==> src/verilog/tpg_pkg.sv <==
package tpg_pkg;
	// ==========================================================
	// Register offsets
	localparam logic [7:0] TPG_OFF_PC_GATE   = 8'h0f;
	localparam logic [7:0] TPG_OFF_PA_OUT    = 8'h10;
	localparam logic [7:0] TPG_OFF_PA_DIR    = 8'h11;
	localparam logic [7:0] TPG_OFF_PA_PU     = 8'h12;
	localparam logic [7:0] TPG_OFF_PB_OUT    = 8'h13;
	localparam logic [7:0] TPG_OFF_PB_DIR    = 8'h14;
	localparam logic [7:0] TPG_OFF_PB_PU     = 8'h15;
	localparam logic [7:0] TPG_OFF_PC_OUT    = 8'h16;
	localparam logic [7:0] TPG_OFF_PC_DIR    = 8'h17;
	localparam logic [7:0] TPG_OFF_PC_PU     = 8'h18;
	localparam logic [7:0] TPG_OFF_PB_PD     = 8'h19;
	localparam logic [7:0] TPG_OFF_PC_PD     = 8'h1a;
	// ==========================================================
	// Reset values
	localparam logic [7:0] TPG_RST_ZERO      = 8'h00;
	localparam logic [3:0] TPG_RST_PC_GATE   = 4'hf;
	// ==========================================================
	// Implemented bit masks and special pin positions
	localparam logic [7:0] TPG_MASK_PC       = 8'h0f;
	localparam logic [7:0] TPG_MASK_PB_PD    = 8'h0c;
	localparam logic [7:0] TPG_MASK_PC_PD    = 8'h03;
	localparam int         TPG_PA_LOW_ONLY   = 5;
endpackage
==> src/verilog/tpg_gpio_bank.sv <==
`timescale 1ns/1ps
module tpg_gpio_bank
	import tpg_pkg::*;
#(
	parameter int PA_W = 8,
	parameter int PB_W = 8,
	parameter int PC_W = 4
) (
	// Clock and reset
	input  wire logic            mclk,
	input  wire logic            arst_n,
	// Register port
	input  wire logic [7:0]      regAddr,
	input  wire logic [7:0]      regWdata,
	input  wire logic            regWr,
	input  wire logic            regRd,
	output logic      [7:0]      regRdata,
	// Port A pins
	input  wire logic [PA_W-1:0] paPinIn,
	output logic      [PA_W-1:0] paPinOut,
	output logic      [PA_W-1:0] paPinOe,
	output logic      [PA_W-1:0] paPullUp,
	output logic      [PA_W-1:0] paDigIn,
	// Port B pins
	input  wire logic [PB_W-1:0] pbPinIn,
	output logic      [PB_W-1:0] pbPinOut,
	output logic      [PB_W-1:0] pbPinOe,
	output logic      [PB_W-1:0] pbPullUp,
	output logic      [PB_W-1:0] pbPullDown,
	output logic      [PB_W-1:0] pbDigIn,
	// Port C pins
	input  wire logic [PC_W-1:0] pcPinIn,
	output logic      [PC_W-1:0] pcPinOut,
	output logic      [PC_W-1:0] pcPinOe,
	output logic      [PC_W-1:0] pcPullUp,
	output logic      [PC_W-1:0] pcPullDown,
	output logic      [PC_W-1:0] pcDigIn,
	output logic      [PC_W-1:0] pcWakeReq,
	output logic      [PC_W-1:0] pcIrqReq
);

	// ==========================================================
	// Control registers
	logic [PA_W-1:0] paOut_r, paDir_r, paPu_r;
	logic [PB_W-1:0] pbOut_r, pbDir_r, pbPu_r;
	logic [PC_W-1:0] pcOut_r, pcDir_r, pcPu_r, pcGate_r;
	logic [1:0]      pbPd_r, pcPd_r;

	// ==========================================================
	// Write decode: one select per register, unmapped offsets hit nothing
	logic wrPaOut, wrPaDir, wrPaPu;
	logic wrPbOut, wrPbDir, wrPbPu, wrPbPd;
	logic wrPcGate, wrPcOut, wrPcDir, wrPcPu, wrPcPd;
	always_comb begin
		wrPaOut  = 1'b0;
		wrPaDir  = 1'b0;
		wrPaPu   = 1'b0;
		wrPbOut  = 1'b0;
		wrPbDir  = 1'b0;
		wrPbPu   = 1'b0;
		wrPbPd   = 1'b0;
		wrPcGate = 1'b0;
		wrPcOut  = 1'b0;
		wrPcDir  = 1'b0;
		wrPcPu   = 1'b0;
		wrPcPd   = 1'b0;
		if (regWr) begin
			if (regAddr == TPG_OFF_PC_GATE) begin
				wrPcGate = 1'b1;
			end else if (regAddr == TPG_OFF_PA_OUT) begin
				wrPaOut = 1'b1;
			end else if (regAddr == TPG_OFF_PA_DIR) begin
				wrPaDir = 1'b1;
			end else if (regAddr == TPG_OFF_PA_PU) begin
				wrPaPu = 1'b1;
			end else if (regAddr == TPG_OFF_PB_OUT) begin
				wrPbOut = 1'b1;
			end else if (regAddr == TPG_OFF_PB_DIR) begin
				wrPbDir = 1'b1;
			end else if (regAddr == TPG_OFF_PB_PU) begin
				wrPbPu = 1'b1;
			end else if (regAddr == TPG_OFF_PC_OUT) begin
				wrPcOut = 1'b1;
			end else if (regAddr == TPG_OFF_PC_DIR) begin
				wrPcDir = 1'b1;
			end else if (regAddr == TPG_OFF_PC_PU) begin
				wrPcPu = 1'b1;
			end else if (regAddr == TPG_OFF_PB_PD) begin
				wrPbPd = 1'b1;
			end else if (regAddr == TPG_OFF_PC_PD) begin
				wrPcPd = 1'b1;
			end
		end
	end

	// ==========================================================
	// Port A registers
	// Output data
	always_ff @(posedge mclk or negedge arst_n) begin
		if (!arst_n) begin
			paOut_r <= TPG_RST_ZERO[PA_W-1:0];
		end else if (wrPaOut) begin
			paOut_r <= regWdata[PA_W-1:0];
		end
	end

	// Direction, 1 selects output
	always_ff @(posedge mclk or negedge arst_n) begin
		if (!arst_n) begin
			paDir_r <= TPG_RST_ZERO[PA_W-1:0];
		end else if (wrPaDir) begin
			paDir_r <= regWdata[PA_W-1:0];
		end
	end

	// Pull-up enables
	always_ff @(posedge mclk or negedge arst_n) begin
		if (!arst_n) begin
			paPu_r <= TPG_RST_ZERO[PA_W-1:0];
		end else if (wrPaPu) begin
			paPu_r <= regWdata[PA_W-1:0];
		end
	end

	// ==========================================================
	// Port B registers
	// Output data
	always_ff @(posedge mclk or negedge arst_n) begin
		if (!arst_n) begin
			pbOut_r <= TPG_RST_ZERO[PB_W-1:0];
		end else if (wrPbOut) begin
			pbOut_r <= regWdata[PB_W-1:0];
		end
	end

	// Direction, 1 selects output
	always_ff @(posedge mclk or negedge arst_n) begin
		if (!arst_n) begin
			pbDir_r <= TPG_RST_ZERO[PB_W-1:0];
		end else if (wrPbDir) begin
			pbDir_r <= regWdata[PB_W-1:0];
		end
	end

	// Pull-up enables
	always_ff @(posedge mclk or negedge arst_n) begin
		if (!arst_n) begin
			pbPu_r <= TPG_RST_ZERO[PB_W-1:0];
		end else if (wrPbPu) begin
			pbPu_r <= regWdata[PB_W-1:0];
		end
	end

	// Pull-down enables, only bits 3 and 2 are kept
	always_ff @(posedge mclk or negedge arst_n) begin
		if (!arst_n) begin
			pbPd_r <= TPG_RST_ZERO[1:0];
		end else if (wrPbPd) begin
			pbPd_r <= regWdata[3:2];
		end
	end

	// ==========================================================
	// Port C registers; upper bits dropped on write
	// Input gate, write-only, enabled out of reset
	always_ff @(posedge mclk or negedge arst_n) begin
		if (!arst_n) begin
			pcGate_r <= PC_W'(TPG_RST_PC_GATE);
		end else if (wrPcGate) begin
			pcGate_r <= regWdata[PC_W-1:0];
		end
	end

	// Output data
	always_ff @(posedge mclk or negedge arst_n) begin
		if (!arst_n) begin
			pcOut_r <= TPG_RST_ZERO[PC_W-1:0];
		end else if (wrPcOut) begin
			pcOut_r <= regWdata[PC_W-1:0];
		end
	end

	// Direction, 1 selects output
	always_ff @(posedge mclk or negedge arst_n) begin
		if (!arst_n) begin
			pcDir_r <= TPG_RST_ZERO[PC_W-1:0];
		end else if (wrPcDir) begin
			pcDir_r <= regWdata[PC_W-1:0];
		end
	end

	// Pull-up enables
	always_ff @(posedge mclk or negedge arst_n) begin
		if (!arst_n) begin
			pcPu_r <= TPG_RST_ZERO[PC_W-1:0];
		end else if (wrPcPu) begin
			pcPu_r <= regWdata[PC_W-1:0];
		end
	end

	// Pull-down enables, only bits 1 and 0 are kept
	always_ff @(posedge mclk or negedge arst_n) begin
		if (!arst_n) begin
			pcPd_r <= TPG_RST_ZERO[1:0];
		end else if (wrPcPd) begin
			pcPd_r <= regWdata[1:0];
		end
	end

	// ==========================================================
	// Read path: data one cycle after the strobe, zero otherwise
	logic [7:0] rdMux;
	always_comb begin
		rdMux = 8'h00;
		if (regAddr == TPG_OFF_PA_OUT) begin
			rdMux = 8'(paOut_r);
		end else if (regAddr == TPG_OFF_PA_DIR) begin
			rdMux = 8'(paDir_r);
		end else if (regAddr == TPG_OFF_PA_PU) begin
			rdMux = 8'(paPu_r);
		end else if (regAddr == TPG_OFF_PB_OUT) begin
			rdMux = 8'(pbOut_r);
		end else if (regAddr == TPG_OFF_PB_DIR) begin
			rdMux = 8'(pbDir_r);
		end else if (regAddr == TPG_OFF_PB_PU) begin
			rdMux = 8'(pbPu_r);
		end else if (regAddr == TPG_OFF_PC_OUT) begin
			rdMux = 8'(pcOut_r) & TPG_MASK_PC;
		end else if (regAddr == TPG_OFF_PC_DIR) begin
			rdMux = 8'(pcDir_r) & TPG_MASK_PC;
		end else if (regAddr == TPG_OFF_PC_PU) begin
			rdMux = 8'(pcPu_r) & TPG_MASK_PC;
		end else if (regAddr == TPG_OFF_PB_PD) begin
			rdMux = {4'h0, pbPd_r, 2'h0} & TPG_MASK_PB_PD;
		end else if (regAddr == TPG_OFF_PC_PD) begin
			rdMux = {6'h00, pcPd_r} & TPG_MASK_PC_PD;
		end
		// Gate register is write-only and reads as zero
	end

	always_ff @(posedge mclk or negedge arst_n) begin
		if (!arst_n) begin
			regRdata <= 8'h00;
		end else if (regRd) begin
			regRdata <= rdMux;
		end else begin
			regRdata <= 8'h00;
		end
	end

	// ==========================================================
	// Input synchronisers: three stages, a bit changes once 2nd and 3rd agree
	// Port A pads
	logic [PA_W-1:0] paS1, paS2, paS3, paIn_r;
	always_ff @(posedge mclk or negedge arst_n) begin
		if (!arst_n) begin
			{paS1, paS2, paS3, paIn_r} <= '0;
		end else begin
			paS1   <= paPinIn;
			paS2   <= paS1;
			paS3   <= paS2;
			paIn_r <= (~(paS2 ^ paS3) & paS2) | ((paS2 ^ paS3) & paIn_r);
		end
	end

	// Port B pads
	logic [PB_W-1:0] pbS1, pbS2, pbS3, pbIn_r;
	always_ff @(posedge mclk or negedge arst_n) begin
		if (!arst_n) begin
			{pbS1, pbS2, pbS3, pbIn_r} <= '0;
		end else begin
			pbS1   <= pbPinIn;
			pbS2   <= pbS1;
			pbS3   <= pbS2;
			pbIn_r <= (~(pbS2 ^ pbS3) & pbS2) | ((pbS2 ^ pbS3) & pbIn_r);
		end
	end

	// Port C pads
	logic [PC_W-1:0] pcS1, pcS2, pcS3, pcIn_r;
	always_ff @(posedge mclk or negedge arst_n) begin
		if (!arst_n) begin
			{pcS1, pcS2, pcS3, pcIn_r} <= '0;
		end else begin
			pcS1   <= pcPinIn;
			pcS2   <= pcS1;
			pcS3   <= pcS2;
			pcIn_r <= (~(pcS2 ^ pcS3) & pcS2) | ((pcS2 ^ pcS3) & pcIn_r);
		end
	end

	// ==========================================================
	// Pad control for port A, pin 5 open-drain low only
	genvar gi;
	generate
		for (gi = 0; gi < PA_W; gi++) begin : g_pa
			if (gi == TPG_PA_LOW_ONLY) begin : g_od
				assign paPinOut[gi] = 1'b0;
				assign paPinOe[gi]  = paDir_r[gi] & ~paOut_r[gi];
			end else begin : g_pp
				assign paPinOut[gi] = paOut_r[gi];
				assign paPinOe[gi]  = paDir_r[gi];
			end
		end
	endgenerate

	// Pull-ups act only on input-mode pins
	assign paPullUp = paPu_r & ~paDir_r;
	assign pbPullUp = pbPu_r & ~pbDir_r;
	assign pcPullUp = pcPu_r & ~pcDir_r;

	// Port B and C drivers
	assign pbPinOut = pbOut_r;
	assign pbPinOe  = pbDir_r;
	assign pcPinOut = pcOut_r;
	assign pcPinOe  = pcDir_r;

	// Pull-downs on the few pins that have them
	always_comb begin
		pbPullDown      = '0;
		pbPullDown[3:2] = pbPd_r;
		pcPullDown      = '0;
		pcPullDown[1:0] = pcPd_r;
	end

	// Digital input paths; port C gated for analog use
	assign paDigIn = paIn_r;
	assign pbDigIn = pbIn_r;
	assign pcDigIn = pcIn_r & pcGate_r;

	// Port C wake and interrupt requests on edges of enabled pins
	logic [PC_W-1:0] pcPrev_r;
	always_ff @(posedge mclk or negedge arst_n) begin
		if (!arst_n) begin
			pcPrev_r <= '0;
		end else begin
			pcPrev_r <= pcDigIn;
		end
	end
	assign pcWakeReq = (pcDigIn ^ pcPrev_r) & pcGate_r;
	assign pcIrqReq  = (pcDigIn ^ pcPrev_r) & pcGate_r;

endmodule // tpg_gpio_bank

==> config.mk <==
export PLATFORM = sky130hd
export DESIGN_NAME = tpg_gpio_bank
export DESIGN_NICKNAME = d
export VERILOG_FILES = /design/src/verilog/tpg_pkg.sv /design/src/verilog/tpg_gpio_bank.sv
export SDC_FILE = /design/constraint.sdc
export NUM_CORES = 1
export LEC_CHECK = 0
export BUFFER_PORTS_ARGS = -buffer_cell sky130_fd_sc_hd__clkbuf_2
export CAP_MARGIN = 20
export CORE_ASPECT_RATIO = 1.2
export CORE_MARGIN = 5
export CORE_UTILIZATION = 41
export DETAILED_ROUTE_END_ITERATION = 12
export SKIP_CTS_REPAIR_TIMING = 1
export SYNTH_ARGS = -nofsm -noshare
export SYNTH_HDL_FRONTEND = slang
export SYNTH_SLANG_ARGS = --single-unit
==> constraint.sdc <==
create_clock -name mclk -period 2.2 [get_ports mclk]
set_input_delay 0.44 -clock mclk [delete_from_list [all_inputs] [get_ports mclk]]
set_output_delay 0.44 -clock mclk [all_outputs]
set_load 0.01 [all_outputs]
==> results.py, run 1 <==
metrics = {
    "place": {
        "port_buffers": 138,
        "dp_hpwl_um": 11700,
        "routabilityCongestion": 0.883,
        "placed_cell_area_mm2": 0.00742,
    },
    "routing": {
        "drtIter0Drc": 261,
        "via_per_inst": 5.04,
        "via_count": 4235,
        "drt_first_pass_iters": 4,
        "drt_wl_total_um": 15800,
        "ant_nets": 0,
        "remaining_drc_errors": 0,
        "drt-wirelength-per-cell_um": 18.8,
    },
    "grt": {
        "antenna_found_initial": 0,
        "grt_max_degree": 47,
        "grt_pass1_vias": 4583,
        "grt.overflow.total": 0,
        "grt_pass1_wl_um": 25100,
        "grtUsageTotal_pct": 18.3,
    },
    "yosys": {
        "ys_ff_latch": 160,
        "post_synth.cell_area_avg_um2": 13.8,
        "synth_top_area_share_pct": 61.2,
        "synthFlopType": "dfrtp_1",
        "ys_seq_area_share_pct": 62.8,
        "syn-instance-count": 461,
        "ys_warn_count": 0,
        "synth_edf_count": 0,
        "ys_top_cells_by_area": "dfrtp_1, mux2_2, buf_4",
        "yosysTopAreaCell": "dfrtp_1",
        "syn_area_mm2": 0.00638,
        "synth_cell_types": 52,
        "yosysMostFrequentCell": "dfrtp_1",
        "synthArstFlopShare_pct": 100,
        "synth_common_cells": "dfrtp_1, mux2_2, buf_4",
    },
    "sta": {
        "final-hold-violation-count": 0,
        "timing.fmax_mhz": 538,
        "setup_viol": 0,
        "skew_ns": 0.0113,
        "slew_viol_final": 0,
        "rsz0062_at_grt": "false",
        "timing.final.crit_share_pct": 84.4,
        "fin_setup_tns_ns": 0,
        "min_period_ns": 1.86,
    },
    "hold_path": {
        "hp-start": "paPinIn[6]",
        "min-delay-path-class": "in2reg",
    },
    "die": {
        "die_w_um": 124,
        "die-height_um": 147,
        "coreArea_mm2": 0.0155,
        "rows": 50,
        "dieArea_mm2": 0.0182,
        "initial_core_util_pct": 41.3,
        "pin_count": 148,
    },
    "clock_network": {
        "cts_buffers": 17,
        "clk_pin_slew_worst_paths_ns": 0.06,
        "clockRootBuffer": "clkbuf_16",
        "tritoncts": "yes",
        "cts.htree.levels": 4,
        "clockBufferDepth": 2,
        "cts_num_sinks": 160,
        "clk_latency_ns": 0.43,
    },
    "power": {
        "p_clk_share_pct": 42.1,
        "p_switching_w": 0.00161,
        "p_seq_share_pct": 49.8,
        "ir_worst_vdd_mv": 0.512,
        "p_int_w": 0.00482,
        "pwr-share-comb_pct": 8.1,
        "power_density_mw_per_mm2": 806,
        "swShare_pct": 25.0,
        "p_leak_nw": 3.93,
    },
    "setup_path": {
        "path_class": "in2reg",
        "slowest_delay_ns": 0.54,
        "critPathTopFamily": "simple AND/OR/NAND/NOR gates",
        "cp-start-kind": "input pin",
        "cp-end-kind": "flip-flop",
        "arrival_ns": 2.15,
        "timing.rr.start": "pcPu_r[2]$_DFFE_PN0P_",
        "critical_path.max_fanout": 10,
        "critPathBufInv": 2,
        "cpMostUsedCell": "o22ai_1",
        "cp_slowest_cell": "or4b_4",
        "crit_required_ns": 2.49,
        "crit_start": "regAddr[5]",
        "crit_chain": "clkbuf_2, or4b_4, buf_4, or4_1, o22ai_1, a211o_1, o22ai_1",
    },
    "final_layout": {
        "fillers": 1420,
        "final_layout_size_suffix_gt1_share_pct": 46.1,
        "fin_area_mm2": 0.00798,
        "nNetsFinal": 660,
        "syn_to_final_growth_pct": 25.0,
        "final_util_pct": 51.6,
        "n_antenna_cell": 0,
    },
    "job": {
        "drv_cap": 0,
    },
    "status": {
        "status": "finished clean",
    },
}
worst reg2reg max path, cell delays in order, from the launching register on:
cell and delay (ns):
dfrtp_1 0.40, mux2_2 0.28, a32o_1 0.26, a22oi_1 0.17, o22ai_1 0.11
layout by cell type, fill, tap and decap left out, types with 3 or more instances in the layout:
master,n
dfrtp_1,156
clkbuf_2,137
mux2_2,71
buf_4,34
nor2b_1,24
maj3_1,20
clkbuf_16,17
o21ai_0,15
nand2_1,14
conb_1,9
nor3_1,8
o22ai_1,8
and2_1,8
nand2b_1,7
inv_1,7
nor2_1,6
a21oi_1,6
a22oi_1,5
inv_6,5
xor2_1,4
dfstp_2,4
buf_12,4
a22o_1,3
o22a_1,3
o221ai_1,3
a32o_1,3
or3_1,3
clkinv_2,3
layout make-up:
cell class / count / area (um^2) / share of cell area (%)
sequential: 160 / 4010 / 50.3
tap: 208 / 260 / 3.26
inverter: 7 / 26.3 / 0.329
multi-input combinational: 257 / 2090 / 26.2
timing repair buffer: 177 / 1040 / 13.1
clock buffer: 19 / 443 / 5.55
clock inverter: 13 / 103 / 1.29
logic make-up (layout without fill, tap and decap cells):
family | count (synthesis) | in the layout | synth area share, %
AOI/OAI and AO/OA | 64 | 64 | 7.06
xor gates and xnor gates | 4 | 4 | 0.549
adders and majority gates | 20 | 20 | 3.14
buffers and inverters | 52 | 216 | 4.82
DFF | 160 | 160 | 62.8
muxes | 71 | 71 | 12.5
other | 1 | 9 | 0.0588
and+or+nand+nor | 89 | 89 | 9.00
metal layers:
| layer | GRT usage, % | vias to the layer above | routed length [um] |
|---|---|---|---|
| li1 | - | 1942 | - |
| met1 | 23.3 | 2117 | 6670 |
| met2 | 29.4 | 149 | 7780 |
| met3 | 5.39 | 27 | 1010 |
| met4 | 6.32 | 0 | 326 |
| met5 | 0 | - | 0 |
metrics by stage:
stage          total power [W]  hold slack [ns]  std cells  setup slack [ns]
2_1_floorplan          0.00351            0.144        469            0.0929
3_3_place_gp           0.00378            0.331        808           -0.0433
3_5_place_dp           0.00379            0.335        808           -0.0824
4_1_cts                0.00652          -0.0704        840             0.366
5_1_grt                0.00674           0.0965        841             0.312
6_report               0.00643            0.116        841             0.343
power groups by stage:
stage | registers (W) | clock network (W) | logic, W
2_1_floorplan | 0.00326 | 0 | 0.000252
3_3_place_gp | 0.00325 | 0 | 0.000521
3_5_place_dp | 0.00326 | 0 | 0.000529
4_1_cts | 0.00321 | 0.00278 | 0.000532
5_1_grt | 0.00323 | 0.00293 | 0.000581
6_report | 0.00321 | 0.00271 | 0.000519
path summary, 6_finish.rpt:
check / end / slack, ns / cells past startpoint
max: regRdata[2]$_DFF_PN0_ / 0.34 / 7
min: paS1[6]$_DFF_PN0_ / 0.12 / 1
max reg2reg: regRdata[2]$_DFF_PN0_ / 0.85 / 4
min reg2reg: pbS2[4]$_DFF_PN0_ / 0.35 / 0
max in group asynchronous: pbPd_r[1]$_DFFE_PN0P_ / 1.04 / 3
min in group asynchronous: paS1[0]$_DFF_PN0_ / 0.51 / 2
Power figures use the tool's default switching activity.
==> run 2, diff against run 1 <==
Settings changed: PLACE_DENSITY from default to 0.66.
Clock period 2.2 ns to 1.5 ns, I/O delays scaled along.
==> run 2 against run 1 <==
Effect of this change:
- the run now ends with setup timing left
- die area did not move
- total power increased by 60%
- register-to-register slack got worse by 0.76 ns
- worst hold slack better by 0.065 ns
- via count increased by 6.7%
- clock power up 72%
- critical path depth shrank 1
- design area rose by 8.4%
- sequential cell count unchanged
- clock skew about the same
- utilization is 4.3 points higher
==> results.py, run 2 (synthesized netlist as in run 1, its figures left out) <==
metrics = {
    "clock_network": {
        "clk_latency_ns": 0.43,
        "tritoncts": "yes",
        "clockRootBuffer": "clkbuf_16",
        "cts.htree.levels": 4,
        "clockBufferDepth": 2,
        "clk_pin_slew_worst_paths_ns": 0.07,
        "cts_buffers": 17,
        "cts_num_sinks": 160,
    },
    "hold_path": {
        "holdPathStages": 2,
        "min-delay-path-class": "in2reg",
        "hold-path-endpoint": "pbPinOe[7]$_DFFE_PN0P_",
        "hp-start": "regWdata[7]",
    },
    "sta": {
        "slew_viol_final": 0,
        "setup_slack_ns": -0.0990,
        "skew_ns": 0.0114,
        "fin_setup_tns_ns": -2.06,
        "timing.final.crit_share_pct": 107,
        "timing.fmax_mhz": 625,
        "final-hold-violation-count": 0,
        "rsz0062_at_grt": "true",
        "setup_viol": 40,
        "min_period_ns": 1.60,
        "hold-worst-slack_ns": 0.181,
    },
    "setup_path": {
        "r2r_slack_ns": 0.09,
        "cp-end-kind": "flip-flop",
        "critical_path.max_fanout": 6,
        "cp-start-kind": "input pin",
        "crit_required_ns": 1.80,
        "critPathTopFamily": "simple AND/OR/NAND/NOR gates",
        "cp_slowest_cell": "or4b_4",
        "slowest_delay_ns": 0.60,
        "r2r_cells": 4,
        "critPathBufInv": 1,
        "arrival_ns": 1.90,
        "timing.rr.start": "pcPu_r[2]$_DFFE_PN0P_",
        "path_class": "in2reg",
        "cpMostUsedCell": "o22ai_1",
        "r2r-end": "regRdata[2]$_DFF_PN0_",
        "crit_chain": "clkbuf_2, or4b_4, or3_1, o22ai_1, a211o_1, o22ai_1",
    },
    "grt": {
        "grt_pass1_wl_um": 25600,
        "grtUsageTotal_pct": 18.3,
        "grt_max_degree": 66,
        "antenna_found_initial": 0,
        "grt_pass1_vias": 4796,
        "grt.overflow.total": 0,
    },
    "final_layout": {
        "final_cell_mix": "dfrtp_1, clkbuf_2, mux2_2",
        "nNetsFinal": 705,
        "layout_commonest_cell": "dfrtp_1",
        "fin_area_mm2": 0.00865,
        "final_layout_size_suffix_gt1_share_pct": 49.6,
        "syn_to_final_growth_pct": 35.5,
        "final_util_pct": 56.0,
        "n_antenna_cell": 0,
    },
    "power": {
        "p_leak_nw": 4.23,
        "total_power_w": 0.0103,
        "ir_worst_vdd_mv": 0.675,
        "power_density_mw_per_mm2": 1190,
    },
    "routing": {
        "drt_first_pass_iters": 4,
        "ant_nets": 0,
        "via_per_inst": 5.10,
        "drt_wl_total_um": 16200,
        "drt-wirelength-per-cell_um": 18.3,
        "drtIter0Drc": 261,
        "remaining_drc_errors": 0,
        "via_count": 4517,
    },
    "place": {
        "dp_hpwl_um": 11800,
        "placed_cell_area_mm2": 0.00767,
        "routabilityCongestion": 0.906,
        "port_buffers": 138,
    },
    "die": {
        "pin_count": 148,
        "die_w_um": 124,
        "initial_core_util_pct": 41.3,
        "dieArea_mm2": 0.0182,
        "rows": 50,
        "die-height_um": 147,
        "coreArea_mm2": 0.0155,
    },
    "status": {
        "status": "finished, violations left",
        "violations": "setup timing",
    },
    "job": {
        "drv_cap": 0,
    },
}
run 2: cell types whose count changed in the layout (fill, tap and decap cells not counted), sizes merged:
| cell | previous run | this run |
|---|---|---|
| buf | 39 | 78 |
| clkinv | 5 | 1 |
| clkinvlp | 2 | 1 |
| inv | 13 | 16 |
| clkbuf | 156 | 140 |
| bufinv | 0 | 4 |
| dlygate4sd3 | 1 | 21 |
run 2: layout make-up:
class | instances | area, um^2
well taps | 208 | 260
inverters | 7 | 26.3
fillers | 1304 | 6810
multi-input cells | 257 | 2220
clock inverters | 15 | 216
repair buffers | 222 | 1490
flip-flops and latches | 160 | 4010
clock buffers | 17 | 425
run 2: worst max-delay path by stage:
stage / startpoint / endpoint / slack (ns) / cells past startpoint
after floorplan: regAddr[5] / regRdata[2]$_DFF_PN0_ / -0.39 / 6
after global placement: regAddr[5] / pcPu_r[0]$_DFFE_PN0P_ / -0.46 / 5
after detailed placement: regAddr[5] / pbPu_r[0]$_DFFE_PN0P_ / -0.51 / 6
after CTS: flip-flop / pcIrqReq[0] / -0.12 / 3
after global routing: flip-flop / pcIrqReq[1] / -0.17 / 3
final: regAddr[5] / regRdata[3]$_DFF_PN0_ / -0.1 / 6
run 2: stage by stage:
step / instances / worst slack (ns)
after floorplan: 469 / -0.386
after global placement: 829 / -0.463
after detailed placement: 829 / -0.514
after CTS: 861 / -0.119
after global routing: 886 / -0.167
final: 886 / -0.0990
run 2: metal layers:
metal | routed length [um] | track usage (%) | vias up
met2 | 8260 | 30.1 | 179
met1 | 6540 | 23.0 | 2274
met5 | 0 | 0 | -
met4 | 422 | 7.59 | 0
met3 | 973 | 4.03 | 41
li1 | - | - | 2023
run 2: report_power, final:
part | total, W | switching [W] | internal, W | leakage [nW]
registers | 0.00471 | 0.000159 | 0.00455 | 2.00
logic | 0.000903 | 0.000467 | 0.000436 | 1.91
clock network | 0.00465 | 0.00181 | 0.00284 | 0.314
==> run 3, diff against run 2 <==
Settings changed: ABC_AREA from default to 1, REMOVE_ABC_BUFFERS from default to 1.
==> run 3 against run 2 <==
Effect of this change:
- the flow still finishes with violations (setup timing)
- critical path depth is 3 lower
- non-clock buffer count is 26 lower
- via count is 2.8% higher
- die area is 2.9% lower
- largest power group unchanged
- highest routed layer unchanged
==> results.py, run 3 <==
metrics = {
    "status": {
        "status": "finished, violations left",
        "violations": "setup timing",
    },
    "routing": {
        "via_per_inst": 4.70,
        "drt-wirelength-per-cell_um": 15.5,
        "via_count": 4645,
        "drt_first_pass_iters": 4,
        "remaining_drc_errors": 0,
        "drtIter0Drc": 241,
        "drt_wl_total_um": 15300,
        "ant_nets": 0,
    },
    "setup_path": {
        "crit_required_ns": 1.20,
        "critical_path.max_fanout": 3,
        "crit_chain": "nand2_2, nor2_4, buf_6",
        "arrival_ns": 1.29,
        "cp-end-kind": "primary output",
        "critPathTopFamily": "flip-flops",
        "cp-start-kind": "flip-flop",
        "critPathBufInv": 1,
        "path_class": "reg2out",
        "cp_slowest_cell": "dfstp_2",
        "slowest_delay_ns": 0.56,
    },
    "final_layout": {
        "final_cell_mix": "dfrtp_1, clkbuf_2, nand2_1",
        "fillers": 1322,
        "final_layout_size_suffix_gt1_share_pct": 31.0,
        "instances_no_fill": 988,
        "final_util_pct": 54.6,
        "layout_commonest_cell": "dfrtp_1",
        "final-seq-area_mm2": 0.00401,
        "syn_to_final_growth_pct": 31.6,
        "nNetsFinal": 812,
        "multi_input_area_mm2": 0.00173,
        "fin_area_mm2": 0.00813,
        "n_antenna_cell": 0,
    },
    "sta": {
        "rsz0062_at_grt": "true",
        "final-hold-violation-count": 0,
        "skew_ns": 0.00533,
        "timing.final.crit_share_pct": 106,
        "setup_slack_ns": -0.0932,
        "min_period_ns": 1.59,
        "slew_viol_final": 0,
        "timing.fmax_mhz": 628,
        "setup_viol": 9,
    },
    "yosys": {
        "yosysMostFrequentCell": "dfrtp_1",
        "ys_ff_latch": 160,
        "syn-instance-count": 589,
        "synth_edf_count": 0,
        "ys_warn_count": 0,
        "ys_seq_area_share_pct": 64.9,
        "synth_cell_types": 28,
        "synthArstFlopShare_pct": 100,
        "synth_top_area_share_pct": 63.2,
        "post_synth.cell_area_avg_um2": 10.5,
        "ys_top_cells_by_area": "dfrtp_1, nand2_1, o21ai_0",
        "synth_common_cells": "dfrtp_1, nand2_1, o21ai_0",
        "synthFlopType": "dfrtp_1",
        "yosysTopAreaCell": "dfrtp_1",
        "syn_area_mm2": 0.00618,
    },
    "hold_path": {
        "min-delay-path-class": "in2reg",
    },
    "clock_network": {
        "cts_buffers": 17,
        "clk_latency_ns": 0.42,
        "clockBufferDepth": 2,
        "cts_num_sinks": 160,
        "cts.htree.levels": 4,
        "tritoncts": "yes",
        "clk_pin_slew_worst_paths_ns": 0.06,
        "clockRootBuffer": "clkbuf_16",
    },
    "die": {
        "dieArea_mm2": 0.0176,
        "initial_core_util_pct": 41.5,
        "coreArea_mm2": 0.0149,
        "pin_count": 148,
        "rows": 49,
        "die-height_um": 144,
        "die_w_um": 122,
    },
    "grt": {
        "grt_max_degree": 48,
        "grtUsageTotal_pct": 18.0,
        "grt.overflow.total": 0,
        "grt_pass1_wl_um": 24300,
        "antenna_found_initial": 0,
        "grt_pass1_vias": 4778,
    },
    "place": {
        "dp_hpwl_um": 11300,
        "port_buffers": 138,
        "placed_cell_area_mm2": 0.00719,
        "routabilityCongestion": 0.871,
        "place_inst": 933,
    },
    "power": {
        "ir_worst_vdd_mv": 0.631,
        "p_leak_nw": 4.05,
        "power_density_mw_per_mm2": 1240,
    },
    "job": {
        "drv_cap": 0,
    },
}
## run 3: changes by cell type in the layout (fill, tap and decap cells not counted), moves of 17 or more
cell     change
nand3_1     +17
nand2_1    +102
nor2_1      +32
nor2b_1     -23
buf_4       -25
o21ai_0     +68
inv_1       +41
mux2_2      -62
## run 3: logic make-up after synthesis
kind of cell | Yosys count | synth area share, %
buffers and inverters | 93 | 8.12
adders and majority gates | 20 | 3.24
other | 1 | 0.0607
AOI/OAI and AO/OA | 113 | 9.54
DFF | 160 | 64.9
and+or+nand+nor | 202 | 14.2
## run 3: through the flow
step / setup TNS, ns / hold slack, ns / total power, W / setup WS, ns
floorplan: -1.49 / 0.00441 / 0.00502 / -0.125
global placement: -6.91 / 0.206 / 0.00545 / -0.302
detailed placement: -9.30 / 0.213 / 0.00547 / -0.334
CTS: -1.24 / -0.246 / 0.0102 / -0.147
global route: -1.34 / 0.204 / 0.0105 / -0.150
finish: -0.584 / 0.206 / 0.0101 / -0.0932
## run 3: path summary, 6_finish.rpt
kind                                         start                 endpoint  slack (ns)  depth (start not counted)
max                        pcGate_r[1]$_DFFE_PN1P_              pcIrqReq[1]       -0.09                          3
min                                          regRd    regRdata[1]$_DFF_PN0_        0.21                          3
max reg2reg                 pcPinOe[1]$_DFFE_PN0P_    regRdata[1]$_DFF_PN0_        0.25                          7
min reg2reg                      pcS1[2]$_DFF_PN0_        pcS2[2]$_DFF_PN0_        0.34                          0
max in group asynchronous                   arst_n  pcGate_r[3]$_DFFE_PN1P_        0.57                          3
min in group asynchronous                   arst_n        pbS3[7]$_DFF_PN0_        0.34                          2
## run 3: worst min-delay path: stages
cell and delay [ns]:
clkbuf_2 0.15, o21ai_0 0.09, a21oi_1 0.04
## run 3: layout make-up
type                            instances  area share (%)
Clock buffer                           21            5.66
Clock inverter                         10            2.26
Inverter                               53            2.45
Multi-Input combinational cell        344            21.3
Sequential cell                       160            49.3
Tap cell                              204            3.14
Timing Repair Buffer                  196            15.9
## run 3: metal layers
layer | global-route usage [%] | up-vias | routed length [um]
met5 | 0 | - | 0
li1 | - | 2229 | -
met2 | 30.2 | 151 | 7710
met1 | 22.1 | 2244 | 6390
met3 | 5.24 | 21 | 957
met4 | 6.66 | 0 | 267
## run 3: where the power goes
| part | internal [W] | switching [W] | total [W] |
|---|---|---|---|
| clock | 0.00303 | 0.00163 | 0.00466 |
| sequential | 0.00455 | 0.000164 | 0.00471 |
| combinational | 0.000310 | 0.000424 | 0.000734 |
| total | 0.00789 | 0.00222 | 0.0101 |
